File: src/core/vnr_pkg.sv
// Overview of operation
// RULE1: header carries buffer count; exactly one buffer, count 1, without merging.
// RULE2: every buffer but the last of a packet is filled to its full length.
// RULE3: all buffers of one packet are handed back as used together.
// RULE4: without receive checksum, flags are zero; packets arrive fully summed.
// RULE5: offload type none without segmentation; each type only if negotiated.
// RULE6: ECN segmented TCP dropped unless ECN negotiated; then ECN bit set.
// RULE7: needs-checksum only after validation; start and offset complete the sum.
// RULE8: any offload type also sets needs-checksum and writes segment size.
// RULE9: coalescing flag with extension and offload; fields carry segment counts.
// RULE10: with segmentation negotiated, header length covers all headers.
// RULE11: data-valid only with receive checksum and one validated level.
// RULE12: driver ignores flag bits it does not know.
// RULE13: driver reads start and offset only with needs-checksum, no coalescing.
// RULE14: driver treats header length only as a hint.
// RULE15: driver trusts the checksum only with needs-checksum or data-valid.
// RULE16: command is class, code, data, then ack byte: 0 ok, 1 error.
// RULE17: basic control accepts class 0 promiscuous and all-multicast, data 0/1.
// RULE18: promiscuous passes every packet, overriding all other filter modes.
// RULE19: extra control accepts all-unicast code 2; passes every unicast.
// RULE20: no-multicast code 3 blocks multicast even with all-multicast; not bcast.
// RULE21: no-unicast code 4 blocks unicast even with all-unicast.
// RULE22: no-broadcast code 5 blocks broadcast even with all-multicast.
package vnr_pkg;
  // header geometry
  localparam int HDR_BYTES = 12;
  // feature register bit positions
  localparam int F_MRG = 0;
  localparam int F_CSUM = 1;
  localparam int F_TSO4 = 2;
  localparam int F_TSO6 = 3;
  localparam int F_UFO = 4;
  localparam int F_ECN = 5;
  localparam int F_RSC = 6;
  localparam int F_CRX = 7;
  localparam int F_CRXX = 8;
  localparam int FEAT_W = 9;
  localparam logic [FEAT_W-1:0] FEAT_RST = 9'h000;
  // register offsets
  localparam logic [7:0] REG_FEATURES = 8'h00;
  localparam logic [7:0] REG_FILTER = 8'h04;
  localparam logic [7:0] REG_PKT_CNT = 8'h08;
  localparam logic [7:0] REG_DROP_CNT = 8'h0C;
  // header flag bits and offload types
  localparam logic [7:0] FLG_NEEDS_CSUM = 8'h01;
  localparam logic [7:0] FLG_DATA_VALID = 8'h02;
  localparam logic [7:0] FLG_RSC_INFO = 8'h04;
  localparam logic [7:0] GSO_NONE = 8'h00;
  localparam logic [7:0] GSO_TCPV4 = 8'h01;
  localparam logic [7:0] GSO_UDP = 8'h03;
  localparam logic [7:0] GSO_TCPV6 = 8'h04;
  localparam logic [7:0] GSO_ECN = 8'h80;
  // control command encodings
  localparam logic [7:0] CLS_RX = 8'h00;
  localparam logic [7:0] ACK_OK = 8'h00;
  localparam logic [7:0] ACK_ERR = 8'h01;
  localparam logic [7:0] CMD_PROMISC = 8'h00;
  localparam logic [7:0] CMD_ALLMULTI = 8'h01;
  localparam logic [7:0] CMD_ALLUNI = 8'h02;
  localparam logic [7:0] CMD_NOMULTI = 8'h03;
  localparam logic [7:0] CMD_NOUNI = 8'h04;
  localparam logic [7:0] CMD_NOBCAST = 8'h05;
  // requested offload kind, destination kind and framing state
  typedef enum logic [1:0] {
    VNR_OFF_NONE = 2'b00,
    VNR_OFF_TCP4 = 2'b01,
    VNR_OFF_TCP6 = 2'b10,
    VNR_OFF_UDP = 2'b11
  } vnr_off_t;
  typedef enum logic [1:0] {
    VNR_DST_UNI = 2'b00,
    VNR_DST_MULTI = 2'b01,
    VNR_DST_BCAST = 2'b10
  } vnr_dst_t;
  typedef enum logic [1:0] {
    VNR_ST_IDLE = 2'b00,
    VNR_ST_SPLIT = 2'b01,
    VNR_ST_HDR = 2'b10
  } vnr_state_t;
endpackage

File: src/core/vnr_rx_framer.sv
`timescale 1ns/1ps
module vnr_rx_framer #(
  parameter int LEN_W = 17
) (
  input wire logic i_clk,
  input wire logic i_resetn,
  // register port
  input wire logic [7:0] i_reg_addr,
  input wire logic [31:0] i_reg_wdata,
  input wire logic i_reg_wr,
  input wire logic i_reg_rd,
  output logic [31:0] o_reg_rdata,
  // packet framing request
  input wire logic i_pkt_req,
  output logic o_pkt_ready,
  input wire logic [LEN_W-1:0] i_pkt_len,
  input wire logic [LEN_W-1:0] i_buf_len,
  input wire vnr_pkg::vnr_off_t i_pkt_off,
  input wire logic i_pkt_ecn,
  input wire logic [15:0] i_pkt_mss,
  input wire logic [15:0] i_pkt_hdr_len,
  input wire logic i_csum_partial,
  input wire logic i_csum_checked,
  input wire logic i_csum_verified,
  input wire logic [15:0] i_csum_start,
  input wire logic [15:0] i_csum_offset,
  input wire logic [15:0] i_rsc_segs,
  input wire logic [15:0] i_rsc_dups,
  // buffer fill and header output
  output logic o_buf_valid,
  output logic [LEN_W-1:0] o_buf_len,
  output logic o_hdr_valid,
  output logic [7:0] o_hdr_flags,
  output logic [7:0] o_hdr_gso_type,
  output logic [15:0] o_hdr_len,
  output logic [15:0] o_hdr_gso_size,
  output logic [15:0] o_hdr_csum_start,
  output logic [15:0] o_hdr_csum_offset,
  output logic [15:0] o_hdr_num_buffers,
  output logic o_pkt_drop,
  // control command byte stream
  input wire logic i_cmd_valid,
  input wire logic [7:0] i_cmd_byte,
  input wire logic i_cmd_last,
  output logic o_ack_valid,
  output logic [7:0] o_ack_byte,
  // receive filter lookup
  input wire logic i_filt_req,
  input wire vnr_pkg::vnr_dst_t i_filt_dst,
  input wire logic i_filt_addr_match,
  output logic o_filt_valid,
  output logic o_filt_pass
);
  import vnr_pkg::*;

  logic [FEAT_W-1:0] feat_r;
  logic promisc_r, allmulti_r, alluni_r, nomulti_r, nouni_r, nobcast_r;
  logic [31:0] pkt_cnt_r, drop_cnt_r;
  vnr_state_t state_r;
  logic [LEN_W:0] rem_r;
  logic [LEN_W-1:0] blen_r;
  logic [15:0] nbuf_r;
  logic [7:0] flags_r, gso_r;
  logic [15:0] hlen_r, mss_r, cstart_r, coff_r;
  logic [1:0] cmd_cnt_r;
  logic [7:0] cmd_cls_r, cmd_code_r;

  // header fields worked out from request and negotiated features
  logic any_seg, off_ok, gso_on, ecn_bad, too_big, buf_bad, take;
  logic needs, dv, rsc;
  logic [7:0] gso_nxt, flags_nxt;
  logic [LEN_W:0] total;
  always_comb
  begin
    any_seg = feat_r[F_TSO4] | feat_r[F_TSO6] | feat_r[F_UFO];
    case (i_pkt_off)
      VNR_OFF_TCP4: off_ok = feat_r[F_TSO4];
      VNR_OFF_TCP6: off_ok = feat_r[F_TSO6];
      VNR_OFF_UDP: off_ok = feat_r[F_UFO];
      default: off_ok = 1'b0;
    endcase
    // offload only reported with its own feature and checksum support
    gso_on = off_ok & feat_r[F_CSUM]; // see RULE5
    ecn_bad = gso_on & i_pkt_ecn & ~feat_r[F_ECN]; // see RULE6
    case (i_pkt_off)
      VNR_OFF_TCP4: gso_nxt = GSO_TCPV4;
      VNR_OFF_TCP6: gso_nxt = GSO_TCPV6;
      VNR_OFF_UDP: gso_nxt = GSO_UDP;
      default: gso_nxt = GSO_NONE;
    endcase
    if (!gso_on)
      gso_nxt = GSO_NONE; // see RULE5
    else if (i_pkt_ecn)
      gso_nxt = gso_nxt | GSO_ECN; // see RULE6
    // needs-checksum only on a validated partial sum, forced by offload
    needs = feat_r[F_CSUM] & (gso_on | (i_csum_partial & i_csum_checked));
    dv = feat_r[F_CSUM] & i_csum_verified & ~needs; // see RULE11
    rsc = feat_r[F_RSC] & gso_on; // see RULE9
    flags_nxt = 8'h00; // see RULE4
    if (needs)
      flags_nxt = flags_nxt | FLG_NEEDS_CSUM; // see RULE7 RULE8
    if (dv)
      flags_nxt = flags_nxt | FLG_DATA_VALID;
    if (rsc)
      flags_nxt = flags_nxt | FLG_RSC_INFO;
    total = {1'b0, i_pkt_len} + (LEN_W+1)'(HDR_BYTES);
    // a buffer smaller than the header is refused; a zero-length one would never make progress
    buf_bad = i_buf_len < LEN_W'(HDR_BYTES);
    too_big = ~feat_r[F_MRG] & (total > {1'b0, i_buf_len}); // see RULE1
    take = i_pkt_req & (state_r == VNR_ST_IDLE);
  end

  assign o_pkt_ready = (state_r == VNR_ST_IDLE);

  // framing state machine: split, then header and used commit
  always_ff @(posedge i_clk or negedge i_resetn)
  begin
    if (!i_resetn)
      state_r <= VNR_ST_IDLE;
    else
      case (state_r)
        VNR_ST_IDLE:
          if (take && !(ecn_bad || too_big || buf_bad))
            state_r <= VNR_ST_SPLIT;
        VNR_ST_SPLIT:
          if (rem_r <= {1'b0, blen_r})
            state_r <= VNR_ST_HDR;
        VNR_ST_HDR:
          state_r <= VNR_ST_IDLE;
        default:
          state_r <= VNR_ST_IDLE;
      endcase
  end

  // latch header fields at acceptance
  always_ff @(posedge i_clk or negedge i_resetn)
  begin
    if (!i_resetn)
    begin
      flags_r <= 8'h00;
      gso_r <= GSO_NONE;
      hlen_r <= 16'h0000;
      mss_r <= 16'h0000;
      cstart_r <= 16'h0000;
      coff_r <= 16'h0000;
      blen_r <= '0;
    end
    else if (take)
    begin
      flags_r <= flags_nxt;
      gso_r <= gso_nxt;
      hlen_r <= any_seg ? i_pkt_hdr_len : 16'h0000; // see RULE10
      mss_r <= gso_on ? i_pkt_mss : 16'h0000; // see RULE8
      // coalescing counts reuse the checksum fields
      cstart_r <= rsc ? i_rsc_segs : (needs ? i_csum_start : 16'h0000);
      coff_r <= rsc ? i_rsc_dups : (needs ? i_csum_offset : 16'h0000);
      blen_r <= i_buf_len;
    end
  end

  // buffer walk: every buffer but the last is filled to its full length
  always_ff @(posedge i_clk or negedge i_resetn)
  begin
    if (!i_resetn)
    begin
      rem_r <= '0;
      nbuf_r <= 16'h0000;
      o_buf_valid <= 1'b0;
      o_buf_len <= '0;
    end
    else
    begin
      o_buf_valid <= 1'b0;
      if (take)
      begin
        rem_r <= total;
        nbuf_r <= 16'h0000;
      end
      else if (state_r == VNR_ST_SPLIT)
      begin
        o_buf_valid <= 1'b1;
        if (rem_r > {1'b0, blen_r})
        begin
          o_buf_len <= blen_r; // see RULE2
          rem_r <= rem_r - {1'b0, blen_r};
        end
        else
        begin
          o_buf_len <= rem_r[LEN_W-1:0];
          rem_r <= '0;
        end
        nbuf_r <= nbuf_r + 16'h0001; // see RULE1
      end
    end
  end

  // header and used commit leave in one pulse after the last buffer
  always_ff @(posedge i_clk or negedge i_resetn)
  begin
    if (!i_resetn)
    begin
      o_hdr_valid <= 1'b0;
      o_hdr_flags <= 8'h00;
      o_hdr_gso_type <= GSO_NONE;
      o_hdr_len <= 16'h0000;
      o_hdr_gso_size <= 16'h0000;
      o_hdr_csum_start <= 16'h0000;
      o_hdr_csum_offset <= 16'h0000;
      o_hdr_num_buffers <= 16'h0000;
      o_pkt_drop <= 1'b0;
    end
    else
    begin
      o_hdr_valid <= (state_r == VNR_ST_HDR); // see RULE3
      o_pkt_drop <= take & (ecn_bad | too_big | buf_bad); // see RULE6
      if (state_r == VNR_ST_HDR)
      begin
        o_hdr_flags <= flags_r;
        o_hdr_gso_type <= gso_r;
        o_hdr_len <= hlen_r;
        o_hdr_gso_size <= mss_r;
        o_hdr_csum_start <= cstart_r;
        o_hdr_csum_offset <= coff_r;
        o_hdr_num_buffers <= nbuf_r; // see RULE1
      end
    end
  end

  // control command parser: class, code, one data byte, then ack
  logic cmd_ok, cmd_end;
  always_comb
  begin
    cmd_end = i_cmd_valid & i_cmd_last;
    cmd_ok = (cmd_cnt_r == 2'd2) && (cmd_cls_r == CLS_RX)
      && (i_cmd_byte <= 8'h01); // see RULE16
    if (cmd_code_r <= CMD_ALLMULTI)
      cmd_ok = cmd_ok & feat_r[F_CRX]; // see RULE17
    else if (cmd_code_r <= CMD_NOBCAST)
      cmd_ok = cmd_ok & feat_r[F_CRXX]; // see RULE19
    else
      cmd_ok = 1'b0;
  end

  // byte counter saturates so long commands still end in an error
  always_ff @(posedge i_clk or negedge i_resetn)
  begin
    if (!i_resetn)
    begin
      cmd_cnt_r <= 2'd0;
      cmd_cls_r <= 8'h00;
      cmd_code_r <= 8'h00;
    end
    else if (i_cmd_valid)
    begin
      if (cmd_cnt_r == 2'd0)
        cmd_cls_r <= i_cmd_byte;
      if (cmd_cnt_r == 2'd1)
        cmd_code_r <= i_cmd_byte;
      if (i_cmd_last)
        cmd_cnt_r <= 2'd0;
      else if (cmd_cnt_r != 2'd3)
        cmd_cnt_r <= cmd_cnt_r + 2'd1;
    end
  end

  // ack byte goes back one cycle after the last command byte
  always_ff @(posedge i_clk or negedge i_resetn)
  begin
    if (!i_resetn)
    begin
      o_ack_valid <= 1'b0;
      o_ack_byte <= ACK_OK;
    end
    else
    begin
      o_ack_valid <= cmd_end;
      if (cmd_end)
        o_ack_byte <= cmd_ok ? ACK_OK : ACK_ERR; // see RULE16
    end
  end

  // filter mode flags, changed only by accepted commands
  always_ff @(posedge i_clk or negedge i_resetn)
  begin
    if (!i_resetn)
    begin
      promisc_r <= 1'b0;
      allmulti_r <= 1'b0;
      alluni_r <= 1'b0;
      nomulti_r <= 1'b0;
      nouni_r <= 1'b0;
      nobcast_r <= 1'b0;
    end
    else if (cmd_end && cmd_ok)
      case (cmd_code_r)
        CMD_PROMISC: promisc_r <= i_cmd_byte[0]; // see RULE17
        CMD_ALLMULTI: allmulti_r <= i_cmd_byte[0]; // see RULE17
        CMD_ALLUNI: alluni_r <= i_cmd_byte[0]; // see RULE19
        CMD_NOMULTI: nomulti_r <= i_cmd_byte[0]; // see RULE20
        CMD_NOUNI: nouni_r <= i_cmd_byte[0]; // see RULE21
        CMD_NOBCAST: nobcast_r <= i_cmd_byte[0]; // see RULE22
        default: promisc_r <= promisc_r;
      endcase
  end

  // filter decision; suppressors beat the all-modes, promiscuous beats both
  logic pass_nxt;
  always_comb
  begin
    case (i_filt_dst)
      VNR_DST_BCAST: pass_nxt = ~nobcast_r; // see RULE20 RULE22
      VNR_DST_MULTI:
        pass_nxt = ~nomulti_r & (allmulti_r | i_filt_addr_match); // see RULE20
      default:
        pass_nxt = ~nouni_r & (alluni_r | i_filt_addr_match); // see RULE21
    endcase
    if (promisc_r)
      pass_nxt = 1'b1; // see RULE18
  end

  always_ff @(posedge i_clk or negedge i_resetn)
  begin
    if (!i_resetn)
    begin
      o_filt_valid <= 1'b0;
      o_filt_pass <= 1'b0;
    end
    else
    begin
      o_filt_valid <= i_filt_req;
      if (i_filt_req)
        o_filt_pass <= pass_nxt;
    end
  end

  // feature register and statistics
  always_ff @(posedge i_clk or negedge i_resetn)
  begin
    if (!i_resetn)
    begin
      feat_r <= FEAT_RST;
      pkt_cnt_r <= 32'h0000_0000;
      drop_cnt_r <= 32'h0000_0000;
    end
    else
    begin
      if (i_reg_wr && i_reg_addr == REG_FEATURES)
        feat_r <= i_reg_wdata[FEAT_W-1:0];
      if (state_r == VNR_ST_HDR)
        pkt_cnt_r <= pkt_cnt_r + 32'h0000_0001;
      if (take && (ecn_bad || too_big || buf_bad))
        drop_cnt_r <= drop_cnt_r + 32'h0000_0001;
    end
  end

  // read data stands only in the cycle after the strobe
  always_ff @(posedge i_clk or negedge i_resetn)
  begin
    if (!i_resetn)
      o_reg_rdata <= 32'h0000_0000;
    else if (!i_reg_rd)
      o_reg_rdata <= 32'h0000_0000;
    else
      case (i_reg_addr)
        REG_FEATURES: o_reg_rdata <= {23'h00_0000, feat_r};
        REG_FILTER: o_reg_rdata <= {26'h000_0000, nobcast_r, nouni_r,
          nomulti_r, alluni_r, allmulti_r, promisc_r};
        REG_PKT_CNT: o_reg_rdata <= pkt_cnt_r;
        REG_DROP_CNT: o_reg_rdata <= drop_cnt_r;
        default: o_reg_rdata <= 32'h0000_0000;
      endcase
  end

  // buffers seen since the last header, for checking the count
  logic [15:0] seen_r;
  always_ff @(posedge i_clk or negedge i_resetn)
  begin
    if (!i_resetn)
      seen_r <= 16'h0000;
    else if (o_hdr_valid)
      seen_r <= 16'h0000;
    else if (o_buf_valid)
      seen_r <= seen_r + 16'h0001;
  end
endmodule

File: config.mk
export PLATFORM = sky130hd
export DESIGN_NAME = vnr_rx_framer
export DESIGN_NICKNAME = d
export VERILOG_FILES = /design/src/core/vnr_pkg.sv /design/src/core/vnr_rx_framer.sv
export SDC_FILE = /design/constraint.sdc
export NUM_CORES = 1
export LEC_CHECK = 0
export BUFFER_PORTS_ARGS = -buffer_cell sky130_fd_sc_hd__clkbuf_2
export CAP_MARGIN = 15
export CORE_AREA = 2 2 196 178
export CTS_BUF_LIST = sky130_fd_sc_hd__clkbuf_4 sky130_fd_sc_hd__clkbuf_8
export DETAILED_ROUTE_END_ITERATION = 7
export DIE_AREA = 0 0 198 180
export PLACE_DENSITY = 0.74
export SLEW_MARGIN = 20
export SYNTH_ARGS = -nofsm -noshare
export SYNTH_HDL_FRONTEND = slang
export SYNTH_SLANG_ARGS = --single-unit
File: constraint.sdc
create_clock -name i_clk -period 5 [get_ports i_clk]
set_input_delay 0.75 -clock i_clk [delete_from_list [all_inputs] [get_ports i_clk]]
set_output_delay 0.75 -clock i_clk [all_outputs]
set_load 0.005 [all_outputs]
Word-level counts from Yosys, hierarchy flattened
Index checks and enable logic that the tools add are counted.
{"block": "word_totals", "output_inout_bits": 160, "inputBits": 195, "reg_bits": 389}
{"block": "classes", "n_mux": 33, "n_lt_le_gt_ge": 7, "addsub": 6, "bitwise": 30, "n_eq_ne": 20, "reduce_logical": 27}
{"op": "16-bit 2-to-1 mux", "count": 8}
{"op": "32-bit case mux with 4 select lines", "count": 1}
{"op": "32-bit by 1-bit adder with 32-bit output, second input constant", "count": 2}
{"op": "18-bit 2-to-1 mux", "count": 3}
{"op": "18-bit by 17-bit > comparator with 1-bit output", "count": 2}
{"op": "32-bit 2-to-1 mux", "count": 1}
{"op": "8-bit by 3-bit equality test with 1-bit output, second input constant", "count": 3}
{"op": "8-bit zero test", "count": 3}
{"op": "2-bit AND reduction", "count": 11}
{"op": "17-bit by 4-bit adder with 18-bit output, second input constant", "count": 1}
{"op": "18-bit by 17-bit <= comparator with 1-bit output", "count": 1}
{"op": "18-bit by 17-bit subtractor with 18-bit output", "count": 1}
{"op": "17-bit by 4-bit < comparator with 1-bit output, second input constant", "count": 1}
{"op": "17-bit 2-to-1 mux", "count": 1}
{"op": "16-bit by 1-bit adder with 16-bit output, second input constant", "count": 1}
{"op": "1-bit bitwise AND", "count": 16}
{"op": "8-bit by 2-bit equality test with 1-bit output, second input constant", "count": 2}
{"op": "8-bit by 4-bit equality test with 1-bit output, second input constant", "count": 2}
{"op": "8-bit by 1-bit <= comparator with 1-bit output, second input constant", "count": 2}
{"op": "8-bit 2-to-1 mux", "count": 2}
{"op": "2-bit equality test, second input constant", "count": 5}
{"op": "2-bit 2-to-1 mux", "count": 5}
{"op": "3-bit case mux with 3 select lines", "count": 1}
{"op": "2-bit by 1-bit equality test with 1-bit output, second input constant", "count": 4}
{"op": "17 further kinds", "count": 44}

Longest topological paths before layout
{"block": "depth", "word_depth": 11, "mapped_depth": 16}

Least setup slack after synthesis
Ideal clock, no wire load.
{"block": "synth_path", "kind": "input to register", "startpoint": "input port i_pkt_len[2]", "endpoint": "register drop_cnt_r[1]", "cell_stages": 14, "slack_ns": 1.169, "t_arrival_ns": 3.706, "n_path_buf": 0, "cell_sequence": "inv_1 > ha_1 > nor2_1 > nand2_1 > nor3_1 > xor2_1 > ha_1 > nand4_1 > or4_1 > o221ai_1 > nor3b_2 > o21ai_1 > nand2_1 > mux2_2"}
{"block": "synth_between", "elab_chain_cells": 6}
{"element": "start: declaration", "line_no": "vnr_rx_framer.sv:16", "text": "input wire logic [LEN_W-1:0] i_pkt_len,"}
{"element": "17-bit by 4-bit adder with 18-bit output", "line_no": "vnr_rx_framer.sv:106", "text": "total = {1'b0, i_pkt_len} + (LEN_W+1)'(HDR_BYTES);"}
{"element": "18-bit by 17-bit > comparator with 1-bit output", "line_no": "vnr_rx_framer.sv:109", "text": "too_big = ~feat_r[F_MRG] & (total > {1'b0, i_buf_len});"}
{"element": "1-bit bitwise AND", "line_no": "vnr_rx_framer.sv:109"}
{"element": "1-bit logical OR (2 in a row)", "line_no": "vnr_rx_framer.sv:351", "text": "if (take && (ecn_bad || too_big || buf_bad))"}
{"element": "1-bit logical AND", "line_no": "vnr_rx_framer.sv:351"}
{"element": "end signal: assignment", "line_no": "vnr_rx_framer.sv:352", "text": "drop_cnt_r <= drop_cnt_r + 32'h0000_0001;"}
{"element": "end: declaration", "line_no": "vnr_rx_framer.sv:58", "text": "logic [31:0] pkt_cnt_r, drop_cnt_r;"}
No other way between the ends.
A chain may end at the register's enable or synchronous reset.

Worst setup path after layout
{"block": "layout_path", "startpoint": "input port i_pkt_len[2]", "endpoint": "register drop_cnt_r[24]"}
Same word-level chain as after synthesis.

==> run_summary.xml <==
<?xml version="1.0" encoding="UTF-8"?>
<metrics>
  <group name="sta">
    <metric name="max_clock_freq" unit="MHz">250</metric>
    <metric name="skew" unit="ps">28.0</metric>
    <metric name="holdWs" unit="ps">236</metric>
    <metric name="worst_slew_pin_slew" unit="ps">1090</metric>
    <metric name="timing.final.ws_setup" unit="ps">993</metric>
    <metric name="layout_worst_path_cycle_share" unit="%">80.1</metric>
    <metric name="slew_hr" unit="%">27.6</metric>
    <metric name="finalHoldViolCount" unit="">0</metric>
    <metric name="finalCriticalPeriod" unit="ps">4010</metric>
    <metric name="final-setup-viol-count" unit="">0</metric>
    <metric name="fin_tns_setup" unit="ps">0</metric>
    <metric name="rsz0062_at_grt" unit="">false</metric>
    <metric name="timing_max_transition_violations_final" unit="">0</metric>
  </group>
  <group name="floorplanning">
    <metric name="die_area" unit="µm²">35600</metric>
    <metric name="design.core.area" unit="µm²">33700</metric>
    <metric name="num_io_pins" unit="">355</metric>
    <metric name="floorplan.die.height" unit="µm">180</metric>
    <metric name="placement_rows" unit="">64</metric>
    <metric name="initial_core_util" unit="%">50.2</metric>
    <metric name="die_w" unit="µm">198</metric>
  </group>
  <group name="detailed_routing">
    <metric name="routed_via_density" unit="">5.44</metric>
    <metric name="pre_repair_dr_iteration_count" unit="">5</metric>
    <metric name="routedWlPerCell" unit="µm">17.8</metric>
    <metric name="drc" unit="">0</metric>
    <metric name="drt.antenna.violating_nets" unit="">0</metric>
    <metric name="dr_total_vias" unit="">13720</metric>
    <metric name="wirelength" unit="µm">45000</metric>
    <metric name="drt-initial-drc-count" unit="">869</metric>
  </group>
  <group name="cells_and_area">
    <metric name="layout.cells.most_common" unit="">sky130_fd_sc_hd__nand2_1</metric>
    <metric name="layout.cells.most_common_list" unit="">sky130_fd_sc_hd__nand2_1, sky130_fd_sc_hd__dfrtp_1, sky130_fd_sc_hd__clkbuf_2</metric>
    <metric name="areaGrowthSynthToFinish" unit="%">19.0</metric>
    <metric name="diodes" unit="">0</metric>
    <metric name="drive_gt1_share" unit="%">24.4</metric>
    <metric name="fin_nets" unit="">2255</metric>
    <metric name="count_of_placed_standard_cells_in_the_final_layout_fillers_left_out" unit="">2521</metric>
    <metric name="fillers" unit="">2912</metric>
  </group>
  <group name="global_route">
    <metric name="grt_pass1_wl" unit="µm">72300</metric>
    <metric name="globalRouteTotalUtil" unit="%">25.4</metric>
    <metric name="grt_antenna_before_repair" unit="">0</metric>
    <metric name="first_global_vias" unit="">13659</metric>
    <metric name="overflow" unit="">0</metric>
    <metric name="grt_start_max_net_pins" unit="">123</metric>
  </group>
  <group name="power">
    <metric name="report.power.total" unit="W">0.00912</metric>
    <metric name="leakagePower" unit="nW">10.5</metric>
    <metric name="cellPowerDensity" unit="nW/µm²">453</metric>
    <metric name="worst_vdd_rail_ir_drop" unit="V">0.000310</metric>
  </group>
  <group name="critical_path">
    <metric name="worst-endpoint-arrival" unit="ps">4510</metric>
    <metric name="critPathCaptureType" unit="">flop</metric>
    <metric name="crit_fanout" unit="">10</metric>
    <metric name="critical_path_class" unit="">input port to flop</metric>
    <metric name="cp.required" unit="ps">5500</metric>
    <metric name="start_kind" unit="">input port</metric>
  </group>
  <group name="clock_network">
    <metric name="clk_root_buffer_cell" unit="">sky130_fd_sc_hd__clkbuf_8</metric>
    <metric name="cts_max_path_buffers" unit="">3</metric>
    <metric name="clkSinkCount" unit="">364</metric>
    <metric name="cts_inserted_buffers" unit="">59</metric>
    <metric name="tritoncts" unit="">done</metric>
    <metric name="cts_max_level" unit="">2</metric>
    <metric name="clock_insertion_delay_worst_skew" unit="ps">640</metric>
    <metric name="cts_resized" unit="">0</metric>
    <metric name="ctsHoldBuffers" unit="">0</metric>
    <metric name="post-cts-setup-buffer-count" unit="">0</metric>
    <metric name="worst_setup_hold_path_clk_slew" unit="ps">60</metric>
  </group>
  <group name="synth">
    <metric name="mappedNetlistArea" unit="µm²">16900</metric>
    <metric name="async_flop_share" unit="%">100</metric>
    <metric name="synth_seq_area_share" unit="%">53.8</metric>
    <metric name="synth_cell_types" unit="">70</metric>
    <metric name="ys.warnings.count" unit="">0</metric>
    <metric name="synthTopCellsByArea" unit="">sky130_fd_sc_hd__dfrtp_1, sky130_fd_sc_hd__nand2_1, sky130_fd_sc_hd__mux2i_1</metric>
    <metric name="post-synth-top-area-cell" unit="">sky130_fd_sc_hd__dfrtp_1</metric>
    <metric name="synth_largest_type_area_fraction" unit="%">53.8</metric>
    <metric name="ys_ff_latch" unit="">364</metric>
    <metric name="synth-edff-count" unit="">0</metric>
    <metric name="dominantRegCellSynth" unit="">sky130_fd_sc_hd__dfrtp_1</metric>
    <metric name="syn-instance-count" unit="">1698</metric>
    <metric name="post_synthesis_average_cell_area" unit="µm²">9.97</metric>
  </group>
  <group name="flow_run">
    <metric name="maxCapViolations" unit="">0</metric>
  </group>
  <group name="placement">
    <metric name="placement.io_buffers" unit="">315</metric>
    <metric name="placement.setup.worst_slack" unit="ps">423</metric>
    <metric name="place_congestion" unit="">0.915</metric>
    <metric name="post-place-cells" unit="">2416</metric>
    <metric name="dp.final_hpwl" unit="µm">31500</metric>
  </group>
  <group name="hold_path">
    <metric name="timing.hold.worst.class" unit="">input port to async pin</metric>
  </group>
  <group name="outcome">
    <metric name="status" unit="">finished clean</metric>
  </group>
</metrics>
[cell usage after synthesis, drive strengths merged, types with 5 or more instances]
cell	instances
a211oi	13
a21oi	26
a22o	16
a22oi	14
and2	6
and3	21
and4	6
buf	28
clkbuf	63
dfrtp	364
ha	44
inv	58
mux2	35
mux2i	59
mux4	6
nand2	436
nand2b	8
nand3	62
nand4	33
nor2	74
nor2b	5
nor3	23
nor4	12
o21ai	118
o311ai	16
or3	6
or4	8
xnor2	60
xor2	27
[stage by stage]
step	instance area [µm²]	utilization, %
2_1_floorplan	17000	-
3_3_place_gp	18900	56.1
3_5_place_dp	18900	56.1
4_1_cts	20100	59.7
5_1_grt	20100	59.7
6_report	20100	59.7
[cells by family after synthesis]
logic type	Yosys count	synth area share, %
mux	100	6.62
buf+inv	150	3.80
flops	364	53.8
compound gates	239	9.23
fa+ha+maj	45	3.37
other cells	1	0.0222
simple gates	712	18.6
xor+xnor	87	4.50
[power by group]
group          internal, W  switching (W)
Sequential         0.00336       0.000296
Combinational      0.00106        0.00173
Clock              0.00149        0.00119
[critical path, cell delays in order]
cell	delay, ps
sky130_fd_sc_hd__clkbuf_2	130
sky130_fd_sc_hd__inv_1	70
sky130_fd_sc_hd__ha_1	220
sky130_fd_sc_hd__nor2_1	210
sky130_fd_sc_hd__nand2_1	110
sky130_fd_sc_hd__nor3_1	510
sky130_fd_sc_hd__xor2_1	180
sky130_fd_sc_hd__ha_1	350
sky130_fd_sc_hd__nand4_1	150
sky130_fd_sc_hd__or4_1	620
sky130_fd_sc_hd__o221ai_1	210
sky130_fd_sc_hd__nor3b_2	280
sky130_fd_sc_hd__o21a_1	410
sky130_fd_sc_hd__nor4_1	140
sky130_fd_sc_hd__xor2_1	160
[worst paths after layout]
| path | endpoint | cells after the start | startpoint | slack [ps] |
|---|---|---|---|---|
| setup / recovery | drop_cnt_r[24]$_DFFE_PN0P_ | 15 | i_pkt_len[2] | 990 |
| hold / removal | o_hdr_csum_offset[13]$_DFFE_PN0P_ | 1 | i_resetn | 240 |
| setup reg to reg | o_buf_len[0]$_DFFE_PN0P_ | 12 | rem_r[0]$_DFFE_PN0P_ | 1320 |
| hold reg to reg | o_hdr_gso_size[15]$_DFFE_PN0P_ | 2 | mss_r[15]$_DFFE_PN0P_ | 440 |
| max in group asynchronous | cmd_cls_r[4]$_DFFE_PN0P_ | 2 | i_resetn | 3670 |
| min in group i_clk | o_filt_valid$_DFF_PN0_ | 1 | i_filt_req | 260 |
[registers in the layout, summed over array words and instances (netlist names), 3 cells and up]
name and flops:
o_hdr_num_buffers 16, blen_r 17, coff_r 16, drop_cnt_r 32, o_hdr_gso_size 16, nbuf_r 16, cmd_code_r 8, cstart_r 16
gso_r 4, o_hdr_csum_start 16, rem_r 18, o_hdr_gso_type 4, flags_r 3, feat_r 9, mss_r 16, o_reg_rdata 32
cmd_cls_r 8, o_buf_len 17, hlen_r 16, o_hdr_len 16, o_hdr_flags 3, o_hdr_csum_offset 16, pkt_cnt_r 32
[metal layers]
layer / share of wire [%] / vias up / global-route usage (%)
li1: - / 6436 / -
met1: 43 / 6712 / 34.8
met2: 47 / 506 / 41.4
met3: 7.6 / 66 / 5.07
met4: 1.8 / 0 / 6.53
met5: 0 / - / 0
[area by class of cell]
type	count	area (µm²)	area share [%]
clock buffers	100	1180	5.87
clock inverters	5	51.3	0.255
inverters	59	221	1.10
multi-input cells	1199	7250	36.0
flip-flops and latches	364	9110	45.2
well taps	462	578	2.87
repair buffers	332	1740	8.64
(Power assumes the default switching activity.)
